<file path="src/common/sspo_pkg.sv">
// package of constants for the software stack pointer instruction executor
package sspo_pkg;
    // ==========================================
    // widths
    localparam int PTR_W = 12;
    localparam int PC_W = 21;
    localparam int OPC_W = 16;
    localparam int LIT6_W = 6;
    localparam int LIT8_W = 8;
    localparam int SEL_W = 2;
    localparam int NUM_PTR = 3;
    // ==========================================
    // opcode upper bytes and pointer selector codes
    localparam logic [7:0] OPC_PUSH_HI = 8'hEA;
    localparam logic [7:0] OPC_SUBP_HI = 8'hE9;
    localparam logic [1:0] SEL_RETURN = 2'h3;
    localparam logic [1:0] SEL_FRAME = 2'h2;
    // ==========================================
    // reset values
    localparam logic [11:0] PTR_RST = 12'h000;
    localparam logic [20:0] PC_RST = 21'h000000;
    localparam logic [1:0] PHASE_RST = 2'h0;
    // ==========================================
    // phase numbers within an instruction cycle
    localparam logic [1:0] PH_DECODE = 2'h0;
    localparam logic [1:0] PH_READ = 2'h1;
    localparam logic [1:0] PH_PROC = 2'h2;
    localparam logic [1:0] PH_WRITE = 2'h3;
    typedef enum logic [1:0] {SSPO_EXEC, SSPO_NOP} sspo_state_t;
endpackage : sspo_pkg

</file>
<file path="src/verilog/sspo_decode.sv">
// opcode decoder for the three stack instructions
`timescale 1ns/1ps
`default_nettype none
module sspo_decode
    import sspo_pkg::*;
(
    // instruction word and mode
    input wire logic [15:0] opcode,
    input wire logic ext_enable,
    // decoded classes
    output logic is_push,
    output logic is_subp,
    output logic is_subret,
    // operand fields
    output logic [1:0] sel,
    output logic [5:0] lit6,
    output logic [7:0] lit8
);
    // field extraction
    assign sel = opcode[7:6];
    assign lit6 = opcode[5:0];
    assign lit8 = opcode[7:0];
    // class decode, only with the extended set enabled
    wire logic subp_family = ext_enable && (opcode[15:8] == OPC_SUBP_HI);
    assign is_push = ext_enable && (opcode[15:8] == OPC_PUSH_HI);
    assign is_subp = subp_family && (sel != SEL_RETURN);
    assign is_subret = subp_family && (sel == SEL_RETURN);
endmodule : sspo_decode
`default_nettype wire

</file>
<file path="src/verilog/sspo_exec.sv">
// executes push-literal, pointer-subtract and subtract-and-return
`timescale 1ns/1ps
`default_nettype none
module sspo_exec
    import sspo_pkg::*;
#(
    parameter int PTR_WIDTH = PTR_W
) (
    // clock and reset
    input wire logic clk,
    input wire logic reset_n,
    // instruction stream
    input wire logic [15:0] opcode,
    input wire logic opcode_valid,
    input wire logic extended_set_config_bit,
    // return stack
    input wire logic [20:0] return_stack_top,
    output logic return_stack_pop,
    // program counter load
    output logic [20:0] pc_load_value,
    output logic pc_load,
    // data memory write port
    output logic [PTR_WIDTH-1:0] mem_addr,
    output logic [7:0] mem_wdata,
    output logic mem_we,
    // status
    output logic status_write_en,
    output logic [1:0] phase,
    output logic busy,
    output logic [PTR_WIDTH-1:0] file_select_pointer_0,
    output logic [PTR_WIDTH-1:0] file_select_pointer_1,
    output logic [PTR_WIDTH-1:0] frame_pointer
);
    // ==========================================
    // parameter check
    // pointers narrower than the byte literal or wider than sixteen bits are refused
    if (PTR_WIDTH < LIT8_W || PTR_WIDTH > 16) begin : g_bad_width
        $error("pointer width must be between 8 and 16");
    end

    // ==========================================
    // decode
    // the decoder is pure logic; its outputs are read only in the decode phase
    logic is_push;
    logic is_subp;
    logic is_subret;
    logic [1:0] sel;
    logic [5:0] lit6;
    logic [7:0] lit8;
    sspo_decode u_dec (
        .opcode(opcode),
        .ext_enable(extended_set_config_bit),
        .is_push(is_push),
        .is_subp(is_subp),
        .is_subret(is_subret),
        .sel(sel),
        .lit6(lit6),
        .lit8(lit8)
    );

    // ==========================================
    // phase counter and latched instruction
    logic [1:0] phase_ff;
    sspo_state_t state_ff;
    sspo_state_t nxt_state;
    logic push_ff;
    logic subp_ff;
    logic subret_ff;
    logic [1:0] sel_ff;
    logic [5:0] lit6_ff;
    logic [7:0] lit8_ff;
    logic [PTR_WIDTH-1:0] ptr_ff [NUM_PTR];
    logic [PTR_WIDTH-1:0] operand_ff;
    logic [PTR_WIDTH-1:0] result_ff;

    // one-hot view of the four phases
    wire logic at_decode = (phase_ff == PH_DECODE);
    wire logic at_read = (phase_ff == PH_READ);
    wire logic at_proc = (phase_ff == PH_PROC);
    wire logic at_write = (phase_ff == PH_WRITE);
    wire logic take = at_decode && opcode_valid && (state_ff == SSPO_EXEC);
    // subtract-and-return always targets the frame pointer
    wire logic [1:0] dst_sel = subret_ff ? SEL_FRAME : sel_ff;
    wire logic [PTR_WIDTH-1:0] lit_dec = subp_ff || subret_ff
        ? PTR_WIDTH'(lit6_ff) : PTR_WIDTH'(1);
    wire logic [PTR_WIDTH-1:0] diff = operand_ff - lit_dec;
    wire logic ptr_write = at_write && (push_ff || subp_ff || subret_ff);
    // source pointer: push always reads the frame pointer
    wire logic [1:0] src_sel = push_ff ? SEL_FRAME : dst_sel;
    // index 3 has no pointer behind it, so it falls back to the frame pointer
    wire logic [PTR_WIDTH-1:0] src_ptr = (src_sel == SEL_RETURN) ? ptr_ff[SEL_FRAME]
        : ptr_ff[src_sel];
    // strobes for the write port and the return, raised in the process phase
    wire logic push_store = at_proc && push_ff;
    wire logic ret_jump = at_proc && subret_ff;

    // state sequencing: second cycle of the return is a no-operation
    always_comb begin
        nxt_state = state_ff;
        unique case (state_ff)
            SSPO_EXEC: begin
                if (at_write && subret_ff) begin
                    nxt_state = SSPO_NOP;
                end
            end
            SSPO_NOP: begin
                if (at_write) begin
                    nxt_state = SSPO_EXEC;
                end
            end
            default: nxt_state = SSPO_EXEC;
        endcase
    end

    // phase counter, always running
    always_ff @(posedge clk) begin
        if (!reset_n) begin
            phase_ff <= PHASE_RST;
            state_ff <= SSPO_EXEC;
        end else begin
            phase_ff <= phase_ff + 2'h1;
            state_ff <= nxt_state;
        end
    end

    // instruction latch at decode phase, cleared at the end of the cycle
    // the latch drops to idle at the write phase so a stale command is never replayed
    always_ff @(posedge clk) begin
        if (!reset_n || (at_write && !take)) begin
            push_ff <= 1'b0;
            subp_ff <= 1'b0;
            subret_ff <= 1'b0;
            sel_ff <= 2'h0;
            lit6_ff <= 6'h00;
            lit8_ff <= 8'h00;
        end else if (take) begin
            push_ff <= is_push;
            subp_ff <= is_subp;
            subret_ff <= is_subret;
            sel_ff <= sel;
            lit6_ff <= lit6;
            lit8_ff <= lit8;
        end
    end

    // read and process phases; the difference is registered so the write
    // phase stores a settled value and the bank never sees a half-built result
    always_ff @(posedge clk) begin
        if (!reset_n) begin
            operand_ff <= PTR_WIDTH'(PTR_RST);
            result_ff <= PTR_WIDTH'(PTR_RST);
        end else begin
            if (at_read) begin
                operand_ff <= src_ptr;
            end
            if (at_proc) begin
                result_ff <= diff;
            end
        end
    end

    // pointer bank, one write port at the write phase
    genvar gi;
    generate
        for (gi = 0; gi < NUM_PTR; gi++) begin : g_ptr
            wire logic hit = (src_sel == SEL_W'(gi));
            always_ff @(posedge clk) begin
                if (!reset_n) begin
                    ptr_ff[gi] <= PTR_WIDTH'(PTR_RST);
                end else if (ptr_write && hit) begin
                    ptr_ff[gi] <= result_ff;
                end
            end
        end
    endgenerate

    // data memory write port, raised in the write phase of a push
    always_ff @(posedge clk) begin
        if (!reset_n) begin
            mem_we <= 1'b0;
            mem_addr <= PTR_WIDTH'(PTR_RST);
            mem_wdata <= 8'h00;
        end else begin
            mem_we <= push_store;
            mem_addr <= operand_ff;
            mem_wdata <= lit8_ff;
        end
    end

    // pc load and stack pop; the stack top is sampled every clock so the
    // value shown with the load is the one that stood in the process phase
    always_ff @(posedge clk) begin
        if (!reset_n) begin
            pc_load <= 1'b0;
            return_stack_pop <= 1'b0;
            pc_load_value <= PC_RST;
        end else begin
            pc_load <= ret_jump;
            return_stack_pop <= ret_jump;
            pc_load_value <= return_stack_top;
        end
    end

    // flags are never touched by these instructions
    assign status_write_en = 1'b0;
    assign phase = phase_ff;
    assign busy = (state_ff == SSPO_NOP);
    // pointer values shown straight from the bank flops
    assign file_select_pointer_0 = ptr_ff[0];
    assign file_select_pointer_1 = ptr_ff[1];
    assign frame_pointer = ptr_ff[SEL_FRAME];
endmodule : sspo_exec
`default_nettype wire

</file>
<file path="config.mk">
export PLATFORM = sky130hd
export DESIGN_NAME = sspo_exec
export DESIGN_NICKNAME = d
export VERILOG_FILES = /design/src/common/sspo_pkg.sv /design/src/verilog/sspo_decode.sv /design/src/verilog/sspo_exec.sv
export SDC_FILE = /design/constraint.sdc
export NUM_CORES = 1
export LEC_CHECK = 0
export BUFFER_PORTS_ARGS = -buffer_cell sky130_fd_sc_hd__buf_2
export CORE_MARGIN = 2
export CORE_UTILIZATION = 46
export CTS_CLUSTER_DIAMETER = 80
export DETAILED_ROUTE_END_ITERATION = 8
export GPL_TIMING_DRIVEN = 0
export PLACE_DENSITY = 0.72
export SLEW_MARGIN = 0
export SYNTH_ARGS = -nofsm -noshare
export SYNTH_HDL_FRONTEND = slang
export SYNTH_SLANG_ARGS = --single-unit
</file>
<file path="constraint.sdc">
create_clock -name clk -period 3.3 [get_ports clk]
set_input_delay 0.495 -clock clk [delete_from_list [all_inputs] [get_ports clk]]
set_output_delay 0.495 -clock clk [all_outputs]
set_load 0.02 [all_outputs]
</file>
==> impl_metrics.env, run 1 <==
export IMPL_grt_start_max_net_pins=17
export IMPL_cts_root_buf="clkbuf_8"
export IMPL_yosys_area_top_type="dfxtp_1"
export IMPL_ys_types=47
export IMPL_core_area_mm2=0.00968
export IMPL_worst_setup_path_end_kind="flip-flop"
export IMPL_clk_latency_ns=0.51
export IMPL_synth_warning_count=0
export IMPL_nNetsFinal=621
export IMPL_placedCellCount=683
export IMPL_post_cts_resize_count=0
export IMPL_irDropWorstVdd_mv=0.338
export IMPL_skew_ns=0.00828
export IMPL_hold_slack_ns=0.186
export IMPL_hold_class="in2reg"
export IMPL_pwr_share_comb_pct=10.1
export IMPL_status="finished, final reports clean"
export IMPL_p_leak_nw=2.67
export IMPL_synth_fp_nets=477
export IMPL_wl_per_cell_um=14.6
export IMPL_tightest_slew_ns=0.538
export IMPL_grt_pass1_wl_um=16400
export IMPL_antenna_cells=0
export IMPL_cts_setup_buffers=0
export IMPL_crit_fanout=6
export IMPL_p_switching_uw=889
export IMPL_synthCells=425
export IMPL_critPathLaunchType="flip-flop"
export IMPL_rsz0062_at_grt="false"
export IMPL_clkPwrFrac_pct=48.7
export IMPL_max_slew_margin_rel_pct=64.0
export IMPL_drv_slew=0
export IMPL_final_cells=714
export IMPL_pwr_share_seq_pct=41.1
export IMPL_via_per_inst=5.00
export IMPL_routed_wl_um=10400
export IMPL_ys_top_cells_by_count="dfxtp_1 (81), and2_1 (75), nand2_1 (43), edfxtp_1 (36), o21ai_0 (35)"
export IMPL_synth_edf_count=36
export IMPL_clkSinkCount=117
export IMPL_synth_seq_area_share_pct=59.6
export IMPL_cts_buffers=17
export IMPL_synth_area_per_cell_um2=10.7
export IMPL_portBuffers=123
export IMPL_yosysMostFrequentCell="dfxtp_1"
export IMPL_final_antenna_net_count=0
export IMPL_setup_viol_count_final=0
export IMPL_fin_crit_sh_pct=80.9
export IMPL_layout_drive_gt1_share_pct=28.7
export IMPL_drt_iter0_markers=128
export IMPL_cp_arrival_ns=3.10
export IMPL_clock_fmax_mhz=375
export IMPL_grt_remaining_overflow=0
export IMPL_std_cell_rows=36
export IMPL_track_usage_pct=20.6
export IMPL_grt_pass1_vias=3534
export IMPL_clockBufferDepth=2
export IMPL_synth_flop_cell="dfxtp_1"
export IMPL_die_w_um=103
export IMPL_async_flop_share_pct=0
export IMPL_initial_core_util_pct=46.9
export IMPL_ioPinCount=125
export IMPL_finalWeightedCongestion=0.841
export IMPL_yosysTopAreaCellShare_pct=35.7
export IMPL_synth_area_leaders="dfxtp_1 (36%), edfxtp_1 (24%), and2_1 (10%)"
export IMPL_cts_tree="done"
export IMPL_antenna_found_initial=0
export IMPL_placed_cell_area_mm2=0.00534
export IMPL_ctsHtreeMaxLevel=4
export IMPL_cp_required_ns=3.73
export IMPL_setup_tns_ns=0
export IMPL_firstDrtPassIters=4
export IMPL_p_int_mw=3.03
export IMPL_die_y_um=103
export IMPL_powerDensity_mw_per_mm2=656
export IMPL_syn_cell_area_mm2=0.00454
export IMPL_max_cap_violations=0
export IMPL_worstSetupPathType="reg2reg"
export IMPL_die_area_mm2=0.0107
export IMPL_clkTransAtPathRegs_ns=0.06
export IMPL_swShare_pct=22.7
export IMPL_drc_errors=0
export IMPL_vias=3570
export IMPL_hold_viol=0
export IMPL_final_area_mm2=0.00597
export IMPL_hpwl_um=7820
export IMPL_period_needed_ns=2.67
export IMPL_power_mw=3.92
export IMPL_ys_ff_latch=117
export IMPL_syn2layout_area_growth_pct=31.6
export IMPL_ctsHoldBuffers=0
## per-stage QoR
| step | setup slack [ns] | utilization, % |
|---|---|---|
| global route | 0.459 | 61.7 |
| global placement | 0.523 | 54.9 |
| detailed placement | 0.670 | 55.1 |
| CTS | 0.634 | 61.7 |
| finish | 0.630 | 61.7 |
| floorplan | 0.881 | - |
## critical path, stage by stage, from the launching register on
cell	delay, ns
dfxtp_1	0.45
or2_2	0.16
clkbuf_1	0.20
nand2_1	0.12
ha_1	0.28
nor2b_4	0.12
o31a_1	0.27
o41a_1	0.40
or4_1	0.43
a31oi_1	0.17
## area by class of cell
class	instances	area (um^2)
Timing Repair Buffer	125	631
Inverter	8	30.0
Sequential cell	117	2700
Clock buffer	24	523
Multi-Input combinational cell	275	1680
Clock inverter	7	113
Fill cell	815	3710
Buffer	25	124
Tap cell	133	166
## flip-flops by register name (all words and copies together) (netlist names), 5 cells and up
name           flops
lit6_ff            5
mem_addr          12
mem_wdata          8
operand_ff        12
pc_load_value     21
ptr_ff            36
result_ff         12
## power by group through the flow
stage,Sequential (mW),Clock [mW],Combinational (mW)
4_1_cts,1.61,1.94,0.399
3_3_place_gp,1.64,0,0.383
5_1_grt,1.62,2.00,0.443
3_5_place_dp,1.64,0,0.395
6_report,1.61,1.91,0.397
2_1_floorplan,1.68,0,0.212
## placed cells by master (no fill, tap or decap), types with 14 or more instances in the layout
cell and n:
o21ai_0 33, clkbuf_1 20, edfxtp_1 36, mux2i_1 14
nand2_1 43, nor2_1 15, clkbuf_16 18, buf_2 125
a21oi_1 28, and2_1 75, dfxtp_1 81
## final timing paths
check	startpoint	end	slack, ns	depth (start not counted)
worst max-delay path	subret_ff	result_ff[9]	0.63	9
worst min-delay path	return_stack_top[8]	pc_load_value[8]	0.19	2
worst max register to register	subret_ff	result_ff[9]	0.63	9
worst min register to register	lit6_ff[0]	lit6_ff[0]	0.47	2
## per-layer routing
metal	vias up	part of all wire, %	GRT usage (%)
li1	1737	-	-
met1	1674	42	24.5
met2	138	50	34.9
met3	21	5.8	5.44
met4	0	2.3	9.92
met5	-	0	0
## cells by family (layout without fill, tap and decap cells)
| family | after synthesis | after routing | share of synthesized area, % |
|---|---|---|---|
| AO/OA/AOI/OAI | 78 | 78 | 9.48 |
| XOR/XNOR | 6 | 6 | 1.16 |
| adder cells (fa/ha/maj) | 11 | 11 | 3.20 |
| buffers and inverters | 33 | 189 | 3.39 |
| flip-flops | 117 | 117 | 59.6 |
| multiplexers | 15 | 15 | 3.34 |
| other | 1 | 1 | 0.0826 |
| AND/OR/NAND/NOR | 164 | 164 | 19.8 |
No activity file was read; power rests on OpenSTA's default activity.
==> run 2, diff against run 1 <==
Clock period 3.3 ns to 2.52 ns, I/O delays scaled along.
==> impl_metrics.env, run 2 (same netlist as run 1, synthesis figures left out) <==
export IMPL_p_leak_nw=2.67
export IMPL_clkTransAtPathRegs_ns=0.06
export IMPL_status="finished, final reports clean"
export IMPL_startpoint="subret_ff"
export IMPL_cp_slowest_cell="or4_1"
export IMPL_fin_crit_sh_pct=94.4
export IMPL_dr_max_layer_used="met4"
export IMPL_via_per_inst=5.00
export IMPL_routed_wl_um=10500
export IMPL_crit_buf_inv=0
export IMPL_grt_pass1_vias=3539
export IMPL_hpwl_um=7820
export IMPL_vias=3572
export IMPL_powerDensity_mw_per_mm2=861
export IMPL_skew_ns=0.00748
export IMPL_die_w_um=103
export IMPL_met1_length_um=4370
export IMPL_tightest_slew_ns=0.538
export IMPL_cts_buffers=17
export IMPL_hold_class="in2reg"
export IMPL_grt_pass1_wl_um=16500
export IMPL_placedCellCount=683
export IMPL_multi_input_area_mm2=0.00168
export IMPL_max_slew_margin_rel_pct=64.0
export IMPL_clockBufferDepth=2
export IMPL_grt_remaining_overflow=0
export IMPL_portBuffers=123
export IMPL_top_regs="ptr_ff x36, pc_load_value x21"
export IMPL_track_usage_pct=20.7
export IMPL_final_cells=714
export IMPL_firstDrtPassIters=4
export IMPL_setup_tns_ns=0
export IMPL_cp_required_ns=2.95
export IMPL_cp_arrival_ns=2.81
export IMPL_clock_fmax_mhz=420
export IMPL_setup_ws_ns=0.140
export IMPL_drt_iter0_markers=118
export IMPL_worst_setup_path_end_kind="flip-flop"
export IMPL_die_y_um=103
export IMPL_antenna_cells=0
export IMPL_ioPinCount=125
export IMPL_dp_slack_ns=-0.110
export IMPL_r2r_start="subret_ff"
export IMPL_fill_cells=812
export IMPL_path_cells="or2_4 > nand2_1 > ha_1 > nor2b_4 > o31a_1 > o41a_1 > or4_1 > a31oi_1"
export IMPL_ctsHoldBuffers=0
export IMPL_setup_viol_count_final=0
export IMPL_largest_register="ptr_ff"
export IMPL_antenna_found_initial=0
export IMPL_clk_latency_ns=0.51
export IMPL_ctsHtreeMaxLevel=4
export IMPL_final_antenna_net_count=0
export IMPL_met2_length_um=5190
export IMPL_std_cell_rows=36
export IMPL_syn2layout_area_growth_pct=31.7
export IMPL_layout_common_cells="buf_2 (125), dfxtp_1 (80), and2_1 (75)"
export IMPL_cts_tree="done"
export IMPL_seq_area_mm2=0.00270
export IMPL_die_area_mm2=0.0107
export IMPL_worstSetupPathType="reg2reg"
export IMPL_cts_root_buf="clkbuf_8"
export IMPL_drv_slew=0
export IMPL_hp_start="return_stack_top[8]"
export IMPL_initial_core_util_pct=46.9
export IMPL_wl_per_cell_um=14.7
export IMPL_worst_path_dominant_cell_family="simple AND/OR/NAND/NOR gates"
export IMPL_critPathLaunchType="flip-flop"
export IMPL_max_cap_violations=0
export IMPL_irDropWorstVdd_mv=0.442
export IMPL_largest_reg_flops=36
export IMPL_layout_drive_gt1_share_pct=29.1
export IMPL_grt_start_max_net_pins=17
export IMPL_nNetsFinal=621
export IMPL_period_needed_ns=2.38
export IMPL_finalWeightedCongestion=0.841
export IMPL_cp_slowest_stage_delay_ns=0.41
export IMPL_mostFrequentLayoutCell="buf_2"
export IMPL_clkSinkCount=117
export IMPL_rsz0062_at_grt="false"
export IMPL_hold_viol=0
export IMPL_drc_errors=0
export IMPL_crit_fanout=6
export IMPL_core_area_mm2=0.00968
export IMPL_route_met3_wl_um=636
## run 2: worst paths after layout
path | slack, ns | endpoint | cells after the start
hold / removal | 0.07 | pc_load_value[8] | 2
hold reg to reg | 0.47 | lit6_ff[0] | 2
setup reg to reg | 0.14 | result_ff[11] | 8
setup / recovery | 0.14 | result_ff[11] | 8
## run 2: what timing repair did
action,CTS,global route
endpoints found under the setup margin,4,1
hold endpoints to repair,0,0
setup buffers,1,0
gates resized for setup,2,0
pin swaps,1,1
## run 2: cell type report
type / count / area share [%]
timing repair buffer: 126 / 10.7
sequential: 117 / 45.2
buffer: 24 / 2.01
clock inverter: 7 / 1.88
tap: 133 / 2.78
multi-input combinational: 275 / 28.2
clock buffer: 24 / 8.75
inverter: 8 / 0.502
## run 2: metal layers
metal	vias up	GRT usage, %
li1	1736	-
met1	1674	24.4
met2	138	35.1
met3	24	5.44
met4	0	9.92
met5	-	0
## run 2: metrics by stage
step / instance area (um^2) / total power [mW] / utilization, % / hold slack, ns
finish: 5980 / 5.15 / 61.7 / 0.0702
global route: 5980 / 5.33 / 61.7 / 0.0557
CTS: 5980 / 5.18 / 61.7 / 0.0474
detailed placement: 5340 / 2.66 / 55.1 / 0.459
global placement: 5320 / 2.64 / 54.9 / 0.457
floorplan: 4540 / 2.48 / - / 0.433
## run 2: report_power, final
part           internal [mW]  switching, mW  total (mW)
Combinational          0.210          0.320       0.530
Clock                   1.72          0.787        2.51
Sequential              2.04         0.0678        2.11
Total                   3.97           1.17        5.15
==> run 3, diff against run 2 <==
Settings changed: ABC_AREA from default to 1, PLACE_DENSITY 0.72 to 0.71.
==> impl_metrics.env, run 3 <==
export IMPL_final_antenna_net_count=0
export IMPL_ys_types=32
export IMPL_cp_depth=12
export IMPL_p_switching_mw=1.35
export IMPL_grt_pass1_wl_um=17800
export IMPL_dp_slack_ns=0.308
export IMPL_vias=4022
export IMPL_layout_common_cells="nand2_1 (155), buf_2 (127), inv_1 (97)"
export IMPL_rsz0062_at_grt="false"
export IMPL_p_int_mw=3.73
export IMPL_hold_viol=0
export IMPL_core_area_mm2=0.0102
export IMPL_p_leak_nw=3.17
export IMPL_post_cts_resize_count=0
export IMPL_cts_setup_buffers=0
export IMPL_worstSetupPathType="reg2reg"
export IMPL_synth_seq_area_share_pct=56.7
export IMPL_top_regs="ptr_ff x36, pc_load_value x21"
export IMPL_syn2layout_area_growth_pct=28.1
export IMPL_fill_cells=905
export IMPL_crit_fanout=6
export IMPL_synth_area_per_cell_um2=8.34
export IMPL_setup_viol_count_final=0
export IMPL_mostFrequentLayoutCell="nand2_1"
export IMPL_clock_fmax_mhz=453
export IMPL_setup_tns_ns=0
export IMPL_cp_required_ns=2.93
export IMPL_largest_register="ptr_ff"
export IMPL_via_per_inst=4.68
export IMPL_irDropWorstVdd_mv=0.514
export IMPL_die_y_um=106
export IMPL_clockBufferDepth=2
export IMPL_clkTransAtPathRegs_ns=0.06
export IMPL_cp_arrival_ns=2.62
export IMPL_yosysTopAreaCellShare_pct=34.0
export IMPL_portBuffers=123
export IMPL_min_to="pc_load_value[11]"
export IMPL_critPathMostFrequentCell="nand3_1"
export IMPL_ys_top_cells_by_count="nand2_1 (155), inv_1 (97), dfxtp_1 (81), nor2_1 (66), edfxtp_1 (36)"
export IMPL_drc_errors=0
export IMPL_period_needed_ns=2.21
export IMPL_die_area_mm2=0.0112
export IMPL_cp_slowest_cell="dfxtp_1"
export IMPL_setup_ws_ns=0.311
export IMPL_syn_cell_area_mm2=0.00476
export IMPL_status="finished, final reports clean"
export IMPL_hp_start="return_stack_top[11]"
export IMPL_cts_tree="done"
export IMPL_r2r_start="subret_ff"
export IMPL_hold_class="in2reg"
export IMPL_cp_slowest_stage_delay_ns=0.46
export IMPL_ys_ff_latch=117
export IMPL_clk_latency_ns=0.51
export IMPL_async_flop_share_pct=0
export IMPL_ctsHtreeMaxLevel=4
export IMPL_worst_path_dominant_cell_family="simple AND/OR/NAND/NOR gates"
export IMPL_ioPinCount=125
export IMPL_fin_util_pct=59.9
export IMPL_routed_wl_um=10900
export IMPL_synth_warning_count=0
export IMPL_layout_drive_gt1_share_pct=23.5
export IMPL_std_cell_rows=37
export IMPL_synthCells=571
export IMPL_antenna_cells=0
export IMPL_drv_slew=0
export IMPL_reg2reg_to="result_ff[8]"
export IMPL_synth_edf_count=36
export IMPL_final_area_mm2=0.00610
export IMPL_powerDensity_mw_per_mm2=833
export IMPL_r2r_slack_ns=0.31
export IMPL_synth_area_leaders="dfxtp_1 (34%), edfxtp_1 (23%), nand2_1 (12%)"
export IMPL_wl_per_cell_um=12.7
export IMPL_drt_iter0_markers=179
export IMPL_reg2reg_depth=12
export IMPL_yosys_area_top_type="dfxtp_1"
export IMPL_grt_start_max_net_pins=17
export IMPL_pwr_share_seq_pct=41.9
export IMPL_clkSinkCount=117
export IMPL_placed_cell_area_mm2=0.00555
export IMPL_finalWeightedCongestion=0.840
export IMPL_clkPwrFrac_pct=43.9
export IMPL_synth_flop_cell="dfxtp_1"
export IMPL_crit_buf_inv=1
export IMPL_largest_reg_flops=36
export IMPL_worst_setup_path_end_kind="flip-flop"
export IMPL_antenna_found_initial=0
export IMPL_tightest_slew_ns=0.517
export IMPL_cts_buffers=17
export IMPL_whs_path_depth=3
export IMPL_hpwl_um=8300
export IMPL_track_usage_pct=20.5
export IMPL_grt_remaining_overflow=0
export IMPL_fin_crit_sh_pct=87.7
export IMPL_cts_root_buf="clkbuf_8"
export IMPL_die_w_um=106
export IMPL_synth_fp_nets=623
export IMPL_yosysMostFrequentCell="nand2_1"
export IMPL_max_slew_margin_rel_pct=65.4
export IMPL_path_cells="nor2_2 > or2_2 > ha_1 > fa_1 > inv_1 > nand3_1 > nand3_1 > nand2_1 > nand3_1 > nand2_1 > nor2_1 > nor2_1"
export IMPL_swShare_pct=26.6
export IMPL_initial_core_util_pct=46.8
export IMPL_pwr_share_comb_pct=14.2
export IMPL_skew_ns=0.00599
export IMPL_ctsHoldBuffers=0
export IMPL_max_cap_violations=0
export IMPL_nNetsFinal=765
export IMPL_grt_pass1_vias=3996
export IMPL_firstDrtPassIters=5
export IMPL_critPathLaunchType="flip-flop"
-- run 3: cell types whose count changed after synthesis, sizes merged, moves of 7 or more --
cell    delta
mux2i     -14
and2      -75
nor2      +52
inv       +90
a31oi      +9
nand2    +113
clkbuf     -7
a21oi      -8
nand3     +16
-- run 3: power groups by stage --
stage	combinational (mW)	clock [mW]	sequential [mW]
finish	0.722	2.23	2.13
global placement	0.700	0	2.16
global route	0.817	2.35	2.14
CTS	0.722	2.26	2.13
detailed placement	0.713	0	2.17
floorplan	0.427	0	2.23
-- run 3: worst register-to-register path, delay by kind of cell (launching register included) --
family	cells	cell delay [ns]
flip-flops	1	0.46
adder cells (fa/ha/maj)	2	0.61
buffers and inverters	1	0.10
AND/OR/NAND/NOR	9	0.94
-- run 3: cell families (layout without fill, tap and decap cells) --
family / Yosys count / after routing / share of synthesized area [%]
AO/OA/AOI/OAI: 64 / 64 / 7.43
XOR/XNOR: 2 / 2 / 0.368
AND/OR/NAND/NOR: 254 / 254 / 21.8
buffers and inverters: 122 / 275 / 10.5
adder cells (fa/ha/maj): 11 / 11 / 3.05
flip-flops: 117 / 117 / 56.7
other: 1 / 1 / 0.0787
-- run 3: layout make-up --
cell class,count,area (um^2),area share (%)
flip-flops and latches,117,2700,44.3
multi-input cells,332,1560,25.6
repair buffers,123,616,10.1
clock buffers,20,445,7.30
inverters,98,368,6.03
well taps,136,170,2.79
plain buffers,24,133,2.17
clock inverters,10,108,1.76
-- run 3: how the worst max path moves through the flow --
stage	from	end	slack (ns)
6_report	subret_ff	result_ff[8]	0.31
5_1_grt	subret_ff	result_ff[8]	0.1
4_1_cts	subret_ff	result_ff[8]	0.31
3_5_place_dp	subret_ff	result_ff[8]	0.31
3_3_place_gp	subret_ff	result_ff[8]	0.32
2_1_floorplan	subret_ff	result_ff[8]	0.49
-- run 3: metrics by stage --
stage / power (mW) / cells / hold WS [ns]
after CTS: 5.11 / 860 / 0.0283
final: 5.09 / 860 / 0.0440
after floorplan: 2.66 / 571 / 0.407
after detailed placement: 2.88 / 830 / 0.417
after global placement: 2.86 / 830 / 0.415
after global routing: 5.31 / 860 / 0.0397
-- run 3: layer usage --
metal | global-route usage, % | wire, um | up-vias
li1 | - | - | 2057
met3 | 6.56 | 869 | 11
met1 | 24.3 | 4820 | 1811
met4 | 7.71 | 113 | 0
met2 | 34.6 | 5110 | 143
met5 | 0 | 0 | -
